`config.mk`:
```
export PLATFORM = sky130hd
export DESIGN_NAME = ebt_timer
export DESIGN_NICKNAME = d
export VERILOG_FILES = /design/src/hdl/ebt_pkg.sv /design/src/hdl/ebt_filter.sv /design/src/hdl/ebt_out.sv /design/src/hdl/ebt_timer.sv
export SDC_FILE = /design/constraint.sdc
export NUM_CORES = 1
export LEC_CHECK = 0
export ABC_CLOCK_PERIOD_IN_PS = 5550
export BUFFER_PORTS_ARGS = -buffer_cell sky130_fd_sc_hd__buf_4
export CAP_MARGIN = 20
export CORE_MARGIN = 1.5
export CORE_UTILIZATION = 25
export DETAILED_ROUTE_END_ITERATION = 8
export SYNTH_ARGS = -nofsm -noshare
export SYNTH_HDL_FRONTEND = slang
export SYNTH_SLANG_ARGS = --single-unit
```
`constraint.sdc`:
```
create_clock -name sys_clk_in -period 5.55 [get_ports sys_clk_in]
set_input_delay 0.2775 -clock sys_clk_in [delete_from_list [all_inputs] [get_ports sys_clk_in]]
set_output_delay 0.2775 -clock sys_clk_in [all_outputs]
set_load 0.03 [all_outputs]
```
`src/hdl/ebt_pkg.sv`:
```
// Purpose: constants for the eight-bit counter/timer block
// Assumes: AXI4-Lite register access, 32-bit data, byte addresses
// Notes:   register offsets other than aux control are local choices
package ebt_pkg;
  localparam logic [7:0] ADDR_SHORT_CTRL = 8'h00;
  localparam logic [7:0] ADDR_MODE_CTRL  = 8'h04;
  localparam logic [7:0] ADDR_LONG_CTRL  = 8'h08;
  localparam logic [7:0] ADDR_AUX_CTRL   = 8'h0C;
  localparam logic [7:0] ADDR_LOW_CNT    = 8'h10;
  localparam logic [7:0] ADDR_HIGH_CNT   = 8'h14;
  localparam logic [7:0] ADDR_CAP_POS    = 8'h18;
  localparam logic [7:0] ADDR_CAP_NEG    = 8'h1C;
  localparam logic [7:0] ADDR_IRQ_STAT   = 8'h20;
  localparam logic [7:0] ADDR_IRQ_EN     = 8'h24;
  localparam logic [7:0] ADDR_IRQ_CLR    = 8'h28;
  localparam logic [7:0] ADDR_COUNTER    = 8'h2C;
  // Short control fields
  localparam int SC_ENABLE  = 7;
  localparam int SC_SINGLE  = 6;
  localparam int SC_TIMEOUT = 5;
  localparam int SC_DEMOD   = 4;
  localparam int SC_PINGPONG = 3;
  localparam int SC_IRQ_EN  = 1;
  localparam int SC_PIN_EN  = 0;
  // Mode control fields
  localparam int MC_COMB_EN = 6;
  localparam int MC_SEL_HI  = 5;
  localparam int MC_SEL_LO  = 4;
  localparam int MC_FLT_HI  = 3;
  localparam int MC_FLT_LO  = 2;
  localparam int MC_INIT    = 1;
  localparam int MC_INSEL   = 0;
  // Long control fields
  localparam int LC_ENABLE  = 7;
  localparam int LC_TIMEOUT = 5;
  localparam int LC_PIN_EN  = 0;
  localparam logic [7:0] AUX_RESET  = 8'h1F;
  localparam logic [7:0] CTRL_RESET = 8'h00;
  localparam logic [7:0] CNT_ALL_ONES = 8'hFF;
  // Glitch filter widths in clocks, per filter code
  localparam logic [3:0] FLT_W1 = 4'h2;
  localparam logic [3:0] FLT_W2 = 4'h4;
  localparam logic [3:0] FLT_W3 = 4'h8;
  // Interrupt status bits
  localparam int IRQ_TIMEOUT = 0;
  localparam int IRQ_CAPTURE = 1;
  localparam int IRQ_W       = 2;
  localparam logic [1:0] AXI_OKAY   = 2'b00;
  localparam logic [1:0] AXI_SLVERR = 2'b10;
endpackage

```
`src/hdl/ebt_filter.sv`:
```
// Purpose: pin synchroniser, glitch filter and edge detector
// Assumes: input asynchronous to sys_clk_in
// Notes:   pulses last one enabled clock
`timescale 1ns/1ps
`default_nettype none
module ebt_filter (
  // Clock and reset
  input  wire logic       sys_clk_in,
  input  wire logic       resetn_in,
  input  wire logic       clk_en_in,
  // Control
  input  wire logic [1:0] flt_sel_in,
  input  wire logic       pin_in,
  // Edges
  output logic            pos_edge_out,
  output logic            neg_edge_out
);
  logic [2:0] sync_reg;
  logic       stable_reg;
  logic [3:0] run_reg;
  logic [3:0] width;

  always_comb begin
    case (flt_sel_in)
      2'b01:   width = ebt_pkg::FLT_W1;
      2'b10:   width = ebt_pkg::FLT_W2;
      2'b11:   width = ebt_pkg::FLT_W3;
      default: width = 4'h0;
    endcase
  end

  always_ff @(posedge sys_clk_in or negedge resetn_in) begin
    if (!resetn_in) begin
      sync_reg <= 3'h0;
    end else if (clk_en_in) begin
      sync_reg <= {sync_reg[1:0], pin_in};
    end
  end

  always_ff @(posedge sys_clk_in or negedge resetn_in) begin
    if (!resetn_in) begin
      stable_reg   <= 1'b0;
      run_reg      <= 4'h0;
      pos_edge_out <= 1'b0;
      neg_edge_out <= 1'b0;
    end else if (clk_en_in) begin
      pos_edge_out <= 1'b0;
      neg_edge_out <= 1'b0;
      if (sync_reg[2] != sync_reg[1] || sync_reg[2] == stable_reg) begin
        run_reg <= 4'h0;
      end else if (run_reg >= width) begin
        stable_reg <= sync_reg[2];
        run_reg    <= 4'h0;
        pos_edge_out <= sync_reg[2];
        neg_edge_out <= !sync_reg[2];
      end else begin
        run_reg <= run_reg + 4'h1;
      end
    end
  end
endmodule
`default_nettype wire

```
`src/hdl/ebt_out.sv`:
```
// Purpose: timer pin routing and combination logic
// Assumes: same clock as timer core
// Notes:   registered outputs, one clock of latency
`timescale 1ns/1ps
`default_nettype none
module ebt_out (
  // Clock and reset
  input  wire logic       sys_clk_in,
  input  wire logic       resetn_in,
  input  wire logic       clk_en_in,
  // Timer levels and control
  input  wire logic       short_level_in,
  input  wire logic       long_level_in,
  input  wire logic       short_pin_en_in,
  input  wire logic       long_pin_en_in,
  input  wire logic       comb_en_in,
  input  wire logic [1:0] comb_sel_in,
  // Pins
  output logic            short_timer_pin_out,
  output logic            long_timer_pin_out,
  output logic            combined_timer_pin_out
);
  logic comb;

  always_comb begin
    case (comb_sel_in)
      2'b00:   comb = short_level_in & long_level_in;
      2'b01:   comb = short_level_in | long_level_in;
      2'b10:   comb = ~(short_level_in & long_level_in);
      default: comb = ~(short_level_in | long_level_in);
    endcase
  end

  always_ff @(posedge sys_clk_in or negedge resetn_in) begin
    if (!resetn_in) begin
      short_timer_pin_out    <= 1'b0;
      long_timer_pin_out     <= 1'b0;
      combined_timer_pin_out <= 1'b0;
    end else if (clk_en_in) begin
      short_timer_pin_out    <= short_pin_en_in & short_level_in;
      long_timer_pin_out     <= long_pin_en_in & long_level_in;
      combined_timer_pin_out <= comb_en_in & comb;
    end
  end
endmodule
`default_nettype wire

```
`src/hdl/ebt_timer.sv`:
```
// Purpose: eight-bit down-counter/timer with AXI4-Lite registers
// Assumes: one clock; long timer lives outside, seen by its level and terminal count
// Notes:   counter ticks once per enabled clock
//
// The AXI4-Lite register port was left to the implementer.
`timescale 1ns/1ps
`default_nettype none
// Behaviour
// - Edge detector pulses on selected edges
// - Filter glitches below selected width
// - Disabled output is inverse initial bit
// - Enable loads output and phase count
// - Single-pass: stop, toggle, timeout, interrupt
// - Modulo-N: first toggle silent, then repeat
// - Phase counts used at next reload
// - Zero count wraps to all-ones
// - Wrap is not a timeout
// - Demodulation captures complemented count
// - Ping-pong alternates timer enables
// - Ping-pong sets timeout each terminal
// - Control bit 0 routes timer pins
// - Combine bit drives combined pin
module ebt_timer (
  // Clock and reset
  input  wire logic        sys_clk_in,
  input  wire logic        resetn_in,
  input  wire logic        clk_en_in,
  // AXI4-Lite write
  input  wire logic [7:0]  s_axi_awaddr,
  input  wire logic        s_axi_awvalid,
  output logic             s_axi_awready,
  input  wire logic [31:0] s_axi_wdata,
  input  wire logic [3:0]  s_axi_wstrb,
  input  wire logic        s_axi_wvalid,
  output logic             s_axi_wready,
  output logic [1:0]       s_axi_bresp,
  output logic             s_axi_bvalid,
  input  wire logic        s_axi_bready,
  // AXI4-Lite read
  input  wire logic [7:0]  s_axi_araddr,
  input  wire logic        s_axi_arvalid,
  output logic             s_axi_arready,
  output logic [31:0]      s_axi_rdata,
  output logic [1:0]       s_axi_rresp,
  output logic             s_axi_rvalid,
  input  wire logic        s_axi_rready,
  // Pins
  input  wire logic        edge_input_a_in,
  input  wire logic        edge_input_b_in,
  output logic             short_timer_pin_out,
  output logic             long_timer_pin_out,
  output logic             combined_timer_pin_out,
  // Long timer hand-off
  input  wire logic        long_level_in,
  input  wire logic        long_terminal_in,
  output logic             long_enable_out,
  // Interrupt
  output logic             irq_out
);
  typedef enum logic [1:0] {
    EBT_IDLE  = 2'b00,
    EBT_FIRST = 2'b01,
    EBT_RUN   = 2'b10,
    EBT_DONE  = 2'b11
  } ebt_state_t;

  ebt_state_t state_reg;
  logic [7:0] short_ctrl_reg;
  logic [7:0] mode_ctrl_reg;
  logic [7:0] long_ctrl_reg;
  logic [7:0] low_cnt_reg;
  logic [7:0] high_cnt_reg;
  logic [7:0] cap_pos_reg;
  logic [7:0] cap_neg_reg;
  logic [7:0] count_reg;
  logic       level_reg;
  logic       en_d_reg;
  logic [ebt_pkg::IRQ_W-1:0] stat_reg;
  logic [ebt_pkg::IRQ_W-1:0] irq_en_reg;
  logic       aw_hold_reg;
  logic       w_hold_reg;
  logic [7:0] aw_addr_reg;
  logic [31:0] w_data_reg;
  logic [3:0] w_strb_reg;
  logic       pos_edge;
  logic       neg_edge;
  logic       sel_edge;
  logic       pin_sel;
  logic       enabled;
  logic       rise_en;
  logic       terminal;
  logic       timeout_ev;
  logic       capture_ev;
  logic       wr_fire;
  logic       short_level;
  logic [ebt_pkg::IRQ_W-1:0] clr_mask;

  assign pin_sel   = mode_ctrl_reg[ebt_pkg::MC_INSEL] ? edge_input_b_in : edge_input_a_in;
  assign enabled   = short_ctrl_reg[ebt_pkg::SC_ENABLE];
  assign rise_en   = enabled & !en_d_reg;
  assign wr_fire   = aw_hold_reg & w_hold_reg & !s_axi_bvalid;
  // Edge select: 01 rising, 10 falling, 11 both
  assign sel_edge  = (pos_edge & mode_ctrl_reg[ebt_pkg::MC_SEL_LO])
                   | (neg_edge & mode_ctrl_reg[ebt_pkg::MC_SEL_HI]);
  assign terminal  = (state_reg == EBT_FIRST || state_reg == EBT_RUN) && count_reg == 8'h01;
  assign short_level = enabled ? level_reg : !mode_ctrl_reg[ebt_pkg::MC_INIT];

  ebt_filter u_filter (
    .sys_clk_in   (sys_clk_in),
    .resetn_in    (resetn_in),
    .clk_en_in    (clk_en_in),
    .flt_sel_in   (mode_ctrl_reg[ebt_pkg::MC_FLT_HI:ebt_pkg::MC_FLT_LO]),
    .pin_in       (pin_sel),
    .pos_edge_out (pos_edge),
    .neg_edge_out (neg_edge)
  );

  ebt_out u_out (
    .sys_clk_in             (sys_clk_in),
    .resetn_in              (resetn_in),
    .clk_en_in              (clk_en_in),
    .short_level_in         (short_level),
    .long_level_in          (long_level_in),
    .short_pin_en_in        (short_ctrl_reg[ebt_pkg::SC_PIN_EN]),
    .long_pin_en_in         (long_ctrl_reg[ebt_pkg::LC_PIN_EN]),
    .comb_en_in             (mode_ctrl_reg[ebt_pkg::MC_COMB_EN]),
    .comb_sel_in            (mode_ctrl_reg[ebt_pkg::MC_SEL_HI:ebt_pkg::MC_SEL_LO]),
    .short_timer_pin_out    (short_timer_pin_out),
    .long_timer_pin_out     (long_timer_pin_out),
    .combined_timer_pin_out (combined_timer_pin_out)
  );

  // Timeout raised only after the silent first pass in modulo-N
  assign timeout_ev = terminal && !short_ctrl_reg[ebt_pkg::SC_DEMOD]
                    && (short_ctrl_reg[ebt_pkg::SC_SINGLE] || short_ctrl_reg[ebt_pkg::SC_PINGPONG]
                        || state_reg == EBT_RUN);
  assign capture_ev = short_ctrl_reg[ebt_pkg::SC_DEMOD] && state_reg == EBT_RUN && sel_edge;
  assign clr_mask   = (wr_fire && aw_addr_reg == ebt_pkg::ADDR_IRQ_CLR && w_strb_reg[0])
                    ? w_data_reg[ebt_pkg::IRQ_W-1:0] : '0;

  // Counter and state
  always_ff @(posedge sys_clk_in or negedge resetn_in) begin
    if (!resetn_in) begin
      state_reg <= EBT_IDLE;
      count_reg <= 8'h00;
      level_reg <= 1'b0;
      en_d_reg  <= 1'b0;
    end else if (clk_en_in) begin
      en_d_reg <= enabled;
      if (!enabled) begin
        state_reg <= EBT_IDLE;
        // no stale level in the enable cycle
        level_reg <= mode_ctrl_reg[ebt_pkg::MC_INIT];
      end else if (rise_en) begin
        level_reg <= mode_ctrl_reg[ebt_pkg::MC_INIT];
        count_reg <= mode_ctrl_reg[ebt_pkg::MC_INIT] ? high_cnt_reg : low_cnt_reg;
        state_reg <= short_ctrl_reg[ebt_pkg::SC_DEMOD] ? EBT_DONE : EBT_FIRST;
      end else if (short_ctrl_reg[ebt_pkg::SC_DEMOD]) begin
        if (state_reg == EBT_DONE && sel_edge) begin
          state_reg <= EBT_RUN;
        end else if (state_reg == EBT_RUN) begin
          count_reg <= count_reg - 8'h01;
        end
      end else if (terminal) begin
        level_reg <= !level_reg;
        if (short_ctrl_reg[ebt_pkg::SC_SINGLE]) begin
          state_reg <= EBT_DONE;
          count_reg <= 8'h00;
        end else begin
          // reload by new level, fresh phase count
          state_reg <= EBT_RUN;
          count_reg <= level_reg ? low_cnt_reg : high_cnt_reg;
        end
      end else if (state_reg == EBT_FIRST || state_reg == EBT_RUN) begin
        count_reg <= count_reg - 8'h01;
      end
    end
  end

  // Control and count registers
  always_ff @(posedge sys_clk_in or negedge resetn_in) begin
    if (!resetn_in) begin
      short_ctrl_reg <= ebt_pkg::CTRL_RESET;
      mode_ctrl_reg  <= ebt_pkg::CTRL_RESET;
      long_ctrl_reg  <= ebt_pkg::CTRL_RESET;
      low_cnt_reg    <= ebt_pkg::CNT_ALL_ONES;
      high_cnt_reg   <= ebt_pkg::CNT_ALL_ONES;
      irq_en_reg     <= '0;
    end else if (clk_en_in) begin
      if (wr_fire && w_strb_reg[0]) begin
        if (aw_addr_reg == ebt_pkg::ADDR_SHORT_CTRL) begin
          short_ctrl_reg <= w_data_reg[7:0];
        end else if (aw_addr_reg == ebt_pkg::ADDR_MODE_CTRL) begin
          mode_ctrl_reg <= w_data_reg[7:0];
        end else if (aw_addr_reg == ebt_pkg::ADDR_LONG_CTRL) begin
          long_ctrl_reg <= w_data_reg[7:0];
        end else if (aw_addr_reg == ebt_pkg::ADDR_LOW_CNT) begin
          low_cnt_reg <= w_data_reg[7:0];
        end else if (aw_addr_reg == ebt_pkg::ADDR_HIGH_CNT) begin
          high_cnt_reg <= w_data_reg[7:0];
        end else if (aw_addr_reg == ebt_pkg::ADDR_IRQ_EN) begin
          irq_en_reg <= w_data_reg[ebt_pkg::IRQ_W-1:0];
        end
      end
      // hardware timeout flags win over software
      if (timeout_ev) begin
        short_ctrl_reg[ebt_pkg::SC_TIMEOUT] <= 1'b1;
      end
      if (long_terminal_in) begin
        long_ctrl_reg[ebt_pkg::LC_TIMEOUT] <= 1'b1;
      end
      // ping-pong hands the enable back and forth
      if (short_ctrl_reg[ebt_pkg::SC_PINGPONG]) begin
        if (terminal) begin
          short_ctrl_reg[ebt_pkg::SC_ENABLE] <= 1'b0;
          long_ctrl_reg[ebt_pkg::LC_ENABLE]  <= 1'b1;
        end else if (long_terminal_in) begin
          long_ctrl_reg[ebt_pkg::LC_ENABLE]  <= 1'b0;
          short_ctrl_reg[ebt_pkg::SC_ENABLE] <= 1'b1;
        end
      end else if (terminal && short_ctrl_reg[ebt_pkg::SC_SINGLE]) begin
        short_ctrl_reg[ebt_pkg::SC_ENABLE] <= 1'b0;
      end
    end
  end

  always_ff @(posedge sys_clk_in or negedge resetn_in) begin
    if (!resetn_in) begin
      cap_pos_reg <= 8'h00;
      cap_neg_reg <= 8'h00;
    end else if (clk_en_in && capture_ev) begin
      if (pos_edge) begin
        cap_pos_reg <= ~count_reg;
      end else begin
        cap_neg_reg <= ~count_reg;
      end
    end
  end

  // Sticky status, set beats clear
  always_ff @(posedge sys_clk_in or negedge resetn_in) begin
    if (!resetn_in) begin
      stat_reg <= '0;
      irq_out  <= 1'b0;
      long_enable_out <= 1'b0;
    end else if (clk_en_in) begin
      stat_reg[ebt_pkg::IRQ_TIMEOUT] <= timeout_ev | (stat_reg[ebt_pkg::IRQ_TIMEOUT]
                                        & !clr_mask[ebt_pkg::IRQ_TIMEOUT]);
      stat_reg[ebt_pkg::IRQ_CAPTURE] <= capture_ev | (stat_reg[ebt_pkg::IRQ_CAPTURE]
                                        & !clr_mask[ebt_pkg::IRQ_CAPTURE]);
      irq_out <= |(stat_reg & irq_en_reg & {1'b1, short_ctrl_reg[ebt_pkg::SC_IRQ_EN]});
      long_enable_out <= long_ctrl_reg[ebt_pkg::LC_ENABLE];
    end
  end

  // AXI write channel: address and data taken in either order
  always_ff @(posedge sys_clk_in or negedge resetn_in) begin
    if (!resetn_in) begin
      aw_hold_reg   <= 1'b0;
      w_hold_reg    <= 1'b0;
      aw_addr_reg   <= 8'h00;
      w_data_reg    <= 32'h0000_0000;
      w_strb_reg    <= 4'h0;
      s_axi_awready <= 1'b0;
      s_axi_wready  <= 1'b0;
      s_axi_bvalid  <= 1'b0;
      s_axi_bresp   <= ebt_pkg::AXI_OKAY;
    end else if (clk_en_in) begin
      s_axi_awready <= !aw_hold_reg && !s_axi_awready && s_axi_awvalid;
      s_axi_wready  <= !w_hold_reg && !s_axi_wready && s_axi_wvalid;
      if (s_axi_awvalid && s_axi_awready) begin
        aw_hold_reg <= 1'b1;
        aw_addr_reg <= s_axi_awaddr;
      end
      if (s_axi_wvalid && s_axi_wready) begin
        w_hold_reg <= 1'b1;
        w_data_reg <= s_axi_wdata;
        w_strb_reg <= s_axi_wstrb;
      end
      if (wr_fire) begin
        aw_hold_reg  <= 1'b0;
        w_hold_reg   <= 1'b0;
        s_axi_bvalid <= 1'b1;
        if (aw_addr_reg == ebt_pkg::ADDR_SHORT_CTRL || aw_addr_reg == ebt_pkg::ADDR_MODE_CTRL
            || aw_addr_reg == ebt_pkg::ADDR_LONG_CTRL || aw_addr_reg == ebt_pkg::ADDR_AUX_CTRL
            || aw_addr_reg == ebt_pkg::ADDR_LOW_CNT || aw_addr_reg == ebt_pkg::ADDR_HIGH_CNT
            || aw_addr_reg == ebt_pkg::ADDR_IRQ_EN || aw_addr_reg == ebt_pkg::ADDR_IRQ_CLR) begin
          s_axi_bresp <= ebt_pkg::AXI_OKAY;
        end else begin
          s_axi_bresp <= ebt_pkg::AXI_SLVERR;
        end
      end else if (s_axi_bvalid && s_axi_bready) begin
        s_axi_bvalid <= 1'b0;
      end
    end
  end

  // AXI read channel
  always_ff @(posedge sys_clk_in or negedge resetn_in) begin
    if (!resetn_in) begin
      s_axi_arready <= 1'b0;
      s_axi_rvalid  <= 1'b0;
      s_axi_rdata   <= 32'h0000_0000;
      s_axi_rresp   <= ebt_pkg::AXI_OKAY;
    end else if (clk_en_in) begin
      s_axi_arready <= !s_axi_arready && !s_axi_rvalid && s_axi_arvalid;
      if (s_axi_arvalid && s_axi_arready) begin
        s_axi_rvalid <= 1'b1;
        s_axi_rresp  <= ebt_pkg::AXI_OKAY;
        s_axi_rdata  <= 32'h0000_0000;
        if (s_axi_araddr == ebt_pkg::ADDR_SHORT_CTRL) begin
          s_axi_rdata[7:0] <= short_ctrl_reg;
        end else if (s_axi_araddr == ebt_pkg::ADDR_MODE_CTRL) begin
          s_axi_rdata[7:0] <= mode_ctrl_reg;
        end else if (s_axi_araddr == ebt_pkg::ADDR_LONG_CTRL) begin
          s_axi_rdata[7:0] <= long_ctrl_reg;
        end else if (s_axi_araddr == ebt_pkg::ADDR_AUX_CTRL) begin
          s_axi_rdata[7:0] <= ebt_pkg::AUX_RESET;
        end else if (s_axi_araddr == ebt_pkg::ADDR_LOW_CNT) begin
          s_axi_rdata[7:0] <= low_cnt_reg;
        end else if (s_axi_araddr == ebt_pkg::ADDR_HIGH_CNT) begin
          s_axi_rdata[7:0] <= high_cnt_reg;
        end else if (s_axi_araddr == ebt_pkg::ADDR_CAP_POS) begin
          s_axi_rdata[7:0] <= cap_pos_reg;
        end else if (s_axi_araddr == ebt_pkg::ADDR_CAP_NEG) begin
          s_axi_rdata[7:0] <= cap_neg_reg;
        end else if (s_axi_araddr == ebt_pkg::ADDR_IRQ_STAT) begin
          s_axi_rdata[ebt_pkg::IRQ_W-1:0] <= stat_reg;
        end else if (s_axi_araddr == ebt_pkg::ADDR_IRQ_EN) begin
          s_axi_rdata[ebt_pkg::IRQ_W-1:0] <= irq_en_reg;
        end else if (s_axi_araddr == ebt_pkg::ADDR_COUNTER) begin
          s_axi_rdata[7:0] <= count_reg;
        end else if (s_axi_araddr == ebt_pkg::ADDR_IRQ_CLR) begin
          s_axi_rdata <= 32'h0000_0000;
        end else begin
          s_axi_rresp <= ebt_pkg::AXI_SLVERR;
        end
      end else if (s_axi_rvalid && s_axi_rready) begin
        s_axi_rvalid <= 1'b0;
      end
    end
  end
endmodule
`default_nettype wire

```
==> Yosys cells after proc, flatten, opt, wreduce, memory -nomap -nowiden <==
Cells that the tools add are included.
{ "totals": {"register_bits": 147, "inputBits": 64, "output_inout_bits": 46} }
{ "classes": {"n_addsub": 2, "n_lt_le_gt_ge": 1, "n_eq_ne": 37, "muxes": 81, "bitwise_logic": 27, "reduce_logical": 82} }
{ "ops": {"columns": ["cell", "n"], "rows": [
  ["two-way mux 8 bit", 24],
  ["== test 8 x 5 -> 1 bit, second input constant", 6],
  ["== test 8 x 6 -> 1 bit, second input constant", 6],
  ["two-way mux 2 bit", 22],
  ["== test 8 x 4 -> 1 bit, second input constant", 4],
  ["two-way mux 1 bit", 28],
  ["two-way mux 24 bit", 1],
  ["logical AND 1 bit", 22],
  ["AND reduction 2 bit", 10],
  ["== test 8 x 3 -> 1 bit, second input constant", 2],
  ["zero test 8 bit", 2],
  ["nonzero test 2 bit", 8],
  ["AND reduction 3 bit", 5],
  ["AND reduction 5 bit", 3],
  ["zero test 1 bit", 14],
  ["two-way mux 6 bit", 2],
  ["one-hot mux 4 bit (3 select lines)", 1],
  ["AND 1 bit", 11],
  ["logical OR 1 bit", 11],
  ["== test 2 bit, second input constant", 5],
  ["NOT 1 bit", 9],
  ["== test 8 x 1 -> 1 bit, second input constant", 1],
  ["two-way mux 4 bit", 2],
  ["!= test 4 x 2 -> 1 bit, second input constant", 2],
  ["other kinds (21)", 29]
]} }

==> Logic depth before layout (Yosys ltp) <==
Gate-level depths: netlist of run 1.
{ "depth": {"depth_word": 13, "mapped_depth": 8, "depth_no_buf": 7} }

==> By module <==
A second synthesis of run 1 with hierarchy kept.
{ "hier_totals": {"cells_unflattened": 651, "area_unflattened_um2": 6722.7} }
{ "by_module_without_submodules": {"columns": ["mod", "n_inst", "cells_per_inst", "area_each_um2", "seq_area_each_um2"], "rows": [
  ["ebt_timer", 1, 580, 5980.7, 2722.6],
  ["ebt_filter", 1, 57, 605.6, 250.2],
  ["ebt_out", 1, 14, 136.4, 75.1]
]} }

==> Worst setup path after synthesis of run 1 <==
No wires, ideal clock.
{ "synth_path": {"kind": "reg2reg", "start": "register count_reg[1]", "end": "register count_reg[6]", "arrival_time_ps": 2076, "setup_slack_ps": 3382, "path_stages_with_launch": 9, "n_path_buf": 1, "cell_sequence": "dfrtp_1 -> inv_1 -> ha_1 -> or3b_1 -> or4_4 -> buf_6 -> o31ai_4 -> a21oi_2 -> o31ai_2"} }
{ "synth_between": {"elab_chain_len": 5, "word_cells_on_any_way": 11, "cone_classes": "1 x add/sub; 1 x eq/ne; 6 x mux; 3 x reduce/logical"} }
{ "synth_rtl": {"columns": ["element", "line_no", "text"], "rows": [
  ["start: declaration", "ebt_timer.sv:75", "logic [7:0] count_reg;"],
  ["start signal: assignment", "ebt_timer.sv:156", "count_reg <= mode_ctrl_reg[ebt_pkg::MC_INIT] ? high_cnt_reg : low_cnt_reg;"],
  ["start signal: assignment", "ebt_timer.sv:162", "count_reg <= count_reg - 8'h01;"],
  ["start signal: assignment", "ebt_timer.sv:172", "count_reg <= level_reg ? low_cnt_reg : high_cnt_reg;"],
  ["subtractor 8 x 1 -> 8 bit / == test 8 x 1 -> 1 bit (equally long branches)", "ebt_timer.sv:162, ebt_timer.sv:175, ebt_timer.sv:105", null],
  ["two-way mux 8 bit (tied with other cells)", "ebt_timer.sv:174", "end else if (state_reg == EBT_FIRST || state_reg == EBT_RUN) begin"],
  ["two-way mux 8 bit (on tied branches)", "ebt_timer.sv:164, ebt_timer.sv:159", null],
  ["two-way mux 8 bit", "ebt_timer.sv:158", "end else if (short_ctrl_reg[ebt_pkg::SC_DEMOD]) begin"],
  ["two-way mux 8 bit", "ebt_timer.sv:154", "end else if (rise_en) begin"]
]} }
Several ways; a longest one is shown, not always the timed one. The select of a mux whose other input is x is not followed.
A chain may end at the register's enable or synchronous reset.

==> Worst setup path after layout of run 1 <==
{ "layout_path": {"start": "register count_reg[1]", "end": "register count_reg[3]"} }
Same word-level chain as after synthesis.

==> impl_metrics.env, run 1 <==
export IMPL_firstDrtPassIters=5
export IMPL_core_area_um2=26000
export IMPL_h_tree_depth=4
export IMPL_fmax_mhz=379
export IMPL_syn_area_um2=6610
export IMPL_postCtsHoldBufs=1
export IMPL_worstSetupPathType="reg2reg"
export IMPL_clkSinkCount=121
export IMPL_reg2regPathDepth=7
export IMPL_cp_slowest_cell="nor4_2"
export IMPL_cts_resized=0
export IMPL_endpoint_kind="register"
export IMPL_ys_seq_elements=121
export IMPL_root_buffer="clkbuf_16"
export IMPL_ys_types=69
export IMPL_dpl_hpwl_um=12900
export IMPL_antenna_found_initial=0
export IMPL_startpoint="count_reg[1]$_DFFE_PN0P_"
export IMPL_dp_cells=1009
export IMPL_cap_viol_max_count=0
export IMPL_slowest_delay_ns=0.73
export IMPL_fp_dieW_um=166
export IMPL_dominantRegCellSynth="dfrtp_1"
export IMPL_wl_met1_um=8310
export IMPL_rr_startpoint="count_reg[1]$_DFFE_PN0P_"
export IMPL_routed_top_layer="met4"
export IMPL_antenna_left=0
export IMPL_tns_ns=0
export IMPL_netlist_top_cells_area="dfrtp_1 (40%), mux2_2 (11%), dfstp_2 (6.4%)"
export IMPL_clock_path_buffers=2
export IMPL_die_area_um2=27400
export IMPL_hold_start="s_axi_wdata[6]"
export IMPL_ys_async_sr_fraction_pct=100
export IMPL_drt_total_wl_um=17700
export IMPL_worst_slack_ns=2.91
export IMPL_groute_usage_overall_pct=13.2
export IMPL_clk_latency_ns=0.42
export IMPL_die_height_um=166
export IMPL_ios=110
export IMPL_r2r_end="count_reg[3]$_DFFE_PN0P_"
export IMPL_post_route_period_util_pct=47.6
export IMPL_synth_area_per_cell_um2=10.1
export IMPL_grt_max_degree=67
export IMPL_post_cts_setup_buffers=0
export IMPL_hold_class="in2reg"
export IMPL_initial_utilization_pct=25.4
export IMPL_drt_iter0_drc=454
export IMPL_grt_overflow=0
export IMPL_slew_headroom_pct=37.5
export IMPL_cp_max_fo=10
export IMPL_powerDensity_nw_per_um2=385
export IMPL_layout_min_cycle_time_ns=2.64
export IMPL_worst_path_dominant_cell_family="simple AND/OR/NAND/NOR gates"
export IMPL_numCtsBuffers=17
export IMPL_worst_pin_slew_ns=0.934
export IMPL_clock_skew_ns=0.00809
export IMPL_worstSetupPathDepth=7
export IMPL_nets=767
export IMPL_yosys_cell_count_top_type="dfrtp_1"
export IMPL_p_leak_uw=0.00343
export IMPL_seq_area_frac_synth_pct=46.1
export IMPL_postSynthCellCount=653
export IMPL_place_ws_ns=2.86
export IMPL_drcViolationCount=0
export IMPL_antenna_cells=0
export IMPL_cp_num_buf_inv=1
export IMPL_wl_per_cell_um=17.0
export IMPL_port_buffers=56
export IMPL_setup_worst_path_start_class="register"
export IMPL_hold_depth=2
export IMPL_ys_warn_count=0
export IMPL_grt_pass1_vias=4886
export IMPL_yosys_area_top_type="dfrtp_1"
export IMPL_via_count=5141
export IMPL_synth_top_area_share_pct=39.8
export IMPL_dr_wl_met2_um=8020
export IMPL_arrival_ns=2.93
export IMPL_crit_chain="inv_1 > ha_1 > or3b_1 > nor4_2 > o21ai_0 > a311oi_1 > a21oi_1"
export IMPL_maxSlewViolCount=0
export IMPL_critical_path_required_ns=5.84
export IMPL_avgViaCountPerCell=4.93
export IMPL_gp_congestion=0.872
export IMPL_vdd_ir_drop_max_uv=229
export IMPL_drive_gt1_share_pct=25.8
export IMPL_min_to="w_data_reg[6]$_DFFE_PN0P_"
export IMPL_cts_clk_slew_worst_paths_ns=0.06
export IMPL_ys_top_cells_by_count="dfrtp_1 (105), mux2_2 (63), nand2_1 (58), o21ai_0 (50), a21oi_1 (35)"
export IMPL_timing_final_hold_violations=0
export IMPL_r2r_setup_slack_ns=2.91
export IMPL_finalNonFillerCells=1043
export IMPL_outcome="completed"
export IMPL_row_count=59
export IMPL_route_met3_wl_um=1070
export IMPL_setup_viol=0
export IMPL_cts_tree="done"
export IMPL_areaGrowthSynthToFinish_pct=18.4
export IMPL_synth_edff_count=0
export IMPL_grt_pass1_wl_um=28700
export IMPL_rsz0062_at_grt="no"
-- cell usage in the layout (no fill, tap or decap), types with 4 or more instances in the layout --
master,n
ha_1,8
a31oi_1,5
or4_1,4
nor4_1,7
nor3_1,16
a32o_1,6
dfrtp_1,105
o211ai_1,6
and2_1,5
a21oi_1,35
xnor2_1,6
nor2_1,25
o2111ai_1,7
a22o_1,5
buf_4,58
a211oi_1,4
nand2b_1,12
nand2_1,58
mux2i_1,26
conb_1,26
mux2_2,63
o22ai_1,4
inv_1,31
nor2b_1,9
a32oi_1,6
o21ai_0,50
nand3_1,22
clkbuf_16,17
dfstp_2,16
-- final cells by class --
type / instances / area (um2)
Timing Repair Buffer: 59 / 445
Clock inverter: 14 / 171
Tap cell: 335 / 419
Sequential cell: 121 / 3050
Multi-Input combinational cell: 465 / 3190
Clock buffer: 18 / 439
Fill cell: 2694 / 18200
Inverter: 31 / 116
-- metrics by stage --
step	hold WS [ns]	util, %	cell area, um2	total power, uW
floorplan	-0.0181	-	6700	1670
finish	0.0856	30.1	7830	3010
global placement	0.435	27.7	7200	1870
detailed placement	0.437	27.7	7200	1890
global route	0.0675	30.1	7830	3180
CTS	0.0711	30.1	7820	3030
-- logic make-up after synthesis --
family / after synthesis / synth area share (%)
AO/OA/AOI/OAI: 156 / 15.7
adder cells (fa/ha/maj): 9 / 1.67
buffers and inverters: 92 / 7.06
multiplexers: 89 / 14.7
flip-flops: 121 / 46.1
AND/OR/NAND/NOR: 179 / 14.0
other: 1 / 0.0567
XOR/XNOR: 6 / 0.795
-- routing by layer --
metal  vias up  global-route usage, %
met5         -                      0
met4         0                   3.25
met3        27                   3.08
met2       199                   20.2
met1      2513                   18.8
li1       2402                      -
-- worst max path at each step --
stage          slack, ns                       end
2_1_floorplan       3.38  count_reg[6]$_DFFE_PN0P_
3_3_place_gp        2.96  count_reg[3]$_DFFE_PN0P_
3_5_place_dp        2.86  count_reg[3]$_DFFE_PN0P_
4_1_cts             2.86  count_reg[3]$_DFFE_PN0P_
5_1_grt             2.75  count_reg[3]$_DFFE_PN0P_
6_report            2.91  count_reg[3]$_DFFE_PN0P_
-- report_power, final --
part           total (uW)  internal (uW)  switching [uW]  leakage [uW]
Clock                1140            719             420      0.000293
Combinational         608            272             336       0.00161
Sequential           1270           1040             230       0.00152
Note: power is estimated with default switching activity, not from simulation.
==> run 2: changes to the inputs <==
ABC_CLOCK_PERIOD_IN_PS = 2700   (was 5550)
clock period = 2.7 ns   (was 5.55 ns; I/O delays follow)
==> run 2 against run 1 <==
  * Clock skew increased by 0.0011 ns
  * Design area increased by 3.8%
  * Global-route usage increased by 0.21 points
  * Register-to-register slack got worse by 2.6 ns
  * Sequential share of layout area decreased by 1.4 points
  * Critical path depth increased by 1
  * Final cell count increased by 3.1%
  * Count of clock-buffer cells in the layout increased by 4
  * Non-clock buffer count increased by 32
  * Combinational power increased by 110%
  * Setup slack got worse by 2.6 ns
  * Critical endpoint unchanged
==> impl_metrics.env, run 2 (same netlist as run 1, synthesis figures left out) <==
export IMPL_die_area_um2=27400
export IMPL_groute_usage_overall_pct=13.4
export IMPL_finalNonFillerCells=1075
export IMPL_port_buffers=56
export IMPL_row_count=59
export IMPL_drt_total_wl_um=18000
export IMPL_areaGrowthSynthToFinish_pct=23.0
export IMPL_clkSinkCount=121
export IMPL_tns_ns=0
export IMPL_cp_num_buf_inv=2
export IMPL_worst_pin_slew_ns=0.673
export IMPL_setup_viol=0
export IMPL_post_route_period_util_pct=89.4
export IMPL_gp_congestion=0.878
export IMPL_root_buffer="clkbuf_16"
export IMPL_gr_usage_met3_pct=3.63
export IMPL_layout_min_cycle_time_ns=2.41
export IMPL_initial_utilization_pct=25.4
export IMPL_grt_pass1_vias=5145
export IMPL_die_height_um=166
export IMPL_clock_path_buffers=2
export IMPL_grt_use_met2_pct=20.9
export IMPL_h_tree_depth=4
export IMPL_endpoint_kind="register"
export IMPL_antenna_left=0
export IMPL_grt_max_degree=71
export IMPL_slowest_delay_ns=0.43
export IMPL_final_cell_mix="dfrtp_1 (105), buf_4 (67), mux2_2 (63), nand2_1 (58), o21ai_0 (50)"
export IMPL_ios=110
export IMPL_setup_worst_path_start_class="register"
export IMPL_outcome="completed"
export IMPL_dpl_hpwl_um=13000
export IMPL_p_leak_uw=0.00357
export IMPL_grt_overflow=0
export IMPL_fp_dieW_um=166
export IMPL_drt_iter0_drc=322
export IMPL_nets=799
export IMPL_top_usage_layer="met2"
export IMPL_cts_resized=0
export IMPL_dp_cells=1020
export IMPL_drive_gt1_share_pct=25.9
export IMPL_worst_path_dominant_cell_family="simple AND/OR/NAND/NOR gates"
export IMPL_fmax_mhz=414
export IMPL_maxSlewViolCount=0
export IMPL_powerDensity_nw_per_um2=763
export IMPL_clock_skew_ns=0.00921
export IMPL_arrival_ns=2.70
export IMPL_grt_pass1_wl_um=29100
export IMPL_cp_slowest_cell="nor4_2"
export IMPL_power_uw=6200
export IMPL_hold_class="in2reg"
export IMPL_crit_chain="inv_1 > ha_1 > or3b_1 > nor4_2 > buf_4 > o21ai_0 > a311oi_1 > a21oi_1"
export IMPL_final_common_cell="dfrtp_1"
export IMPL_cap_viol_max_count=0
export IMPL_rsz0062_at_grt="no"
export IMPL_post_cts_setup_buffers=0
export IMPL_cts_tree="done"
export IMPL_core_area_um2=26000
export IMPL_worstSetupPathType="reg2reg"
export IMPL_wl_per_cell_um=16.8
export IMPL_cp_max_fo=7
export IMPL_timing_final_hold_violations=0
export IMPL_drcViolationCount=0
export IMPL_numCtsBuffers=17
export IMPL_clk_latency_ns=0.42
export IMPL_antenna_cells=0
export IMPL_cts_clk_slew_worst_paths_ns=0.06
export IMPL_slew_headroom_pct=55.0
export IMPL_antenna_found_initial=0
export IMPL_critical_path_required_ns=2.99
export IMPL_firstDrtPassIters=5
export IMPL_avgViaCountPerCell=4.82
export IMPL_via_count=5183
export IMPL_use_met1_pct=18.1
export IMPL_vdd_ir_drop_max_uv=557
-- run 2: cell types whose count changed in the layout (fill, tap and decap cells not counted), sizes merged --
cell,previous run,this run
dlygate4sd3,1,23
buf,58,68
clkbuf,18,22
inv,33,31
bufinv,3,2
clkinv,6,5
-- run 2: final timing paths --
kind,start,cells past startpoint,slack [ns],to
hold / removal,edge_input_a_in,3,0.01,u_filter.sync_reg[0]$_DFFE_PN0P_
hold reg to reg,long_ctrl_reg[1]$_DFFE_PN0P_,2,0.47,long_ctrl_reg[1]$_DFFE_PN0P_
min in group asynchronous,resetn_in,2,0.15,aw_addr_reg[0]$_DFFE_PN0P_
setup reg to reg,count_reg[1]$_DFFE_PN0P_,8,0.29,count_reg[3]$_DFFE_PN0P_
setup / recovery,count_reg[1]$_DFFE_PN0P_,8,0.29,count_reg[3]$_DFFE_PN0P_
max in group asynchronous,resetn_in,3,1.81,high_cnt_reg[5]$_DFFE_PN1P_
-- run 2: final cells by class --
cell class              count  area, um2
multi-input cells         465       3190
clock inverters            10        119
flip-flops and latches    121       3050
clock buffers              22        484
inverters                  31        116
fillers                  2672      17900
repair buffers             91        753
well taps                 335        419
-- run 2: tightest hold or removal path: stages --
cell and delay [ns]:
buf_4 0.07, mux2i_1 0.05, a21oi_1 0.13
-- run 2: repair_timing --
item | in CTS | in global routing
endpoints found under the hold margin | 43 | 0
endpoints found under the setup margin | 0 | 0
hold buffers | 23 | 0
-- run 2: power by group --
part,internal [uW],total (uW),switching [uW]
logic,597,1300,704
registers,2130,2600,468
clock network,1460,2300,845
total,4190,6200,2020
-- run 2: routing by layer --
metal	wire [um]	vias up
li1	-	2467
met1	8410	2513
met2	8180	182
met3	1140	21
met4	289	0
met5	0	-
-- run 2: stage by stage --
stage / setup slack (ns) / cell area (um2) / util, % / hold slack, ns
detailed placement: 0.327 / 7300 / 28.1 / 0.0502
global route: 0.116 / 8130 / 31.3 / 0.0675
CTS: 0.311 / 8130 / 31.3 / 0.00627
floorplan: 0.532 / 6700 / - / -0.161
global placement: 0.348 / 7300 / 28.1 / 0.0534
finish: 0.286 / 8130 / 31.3 / 0.0107
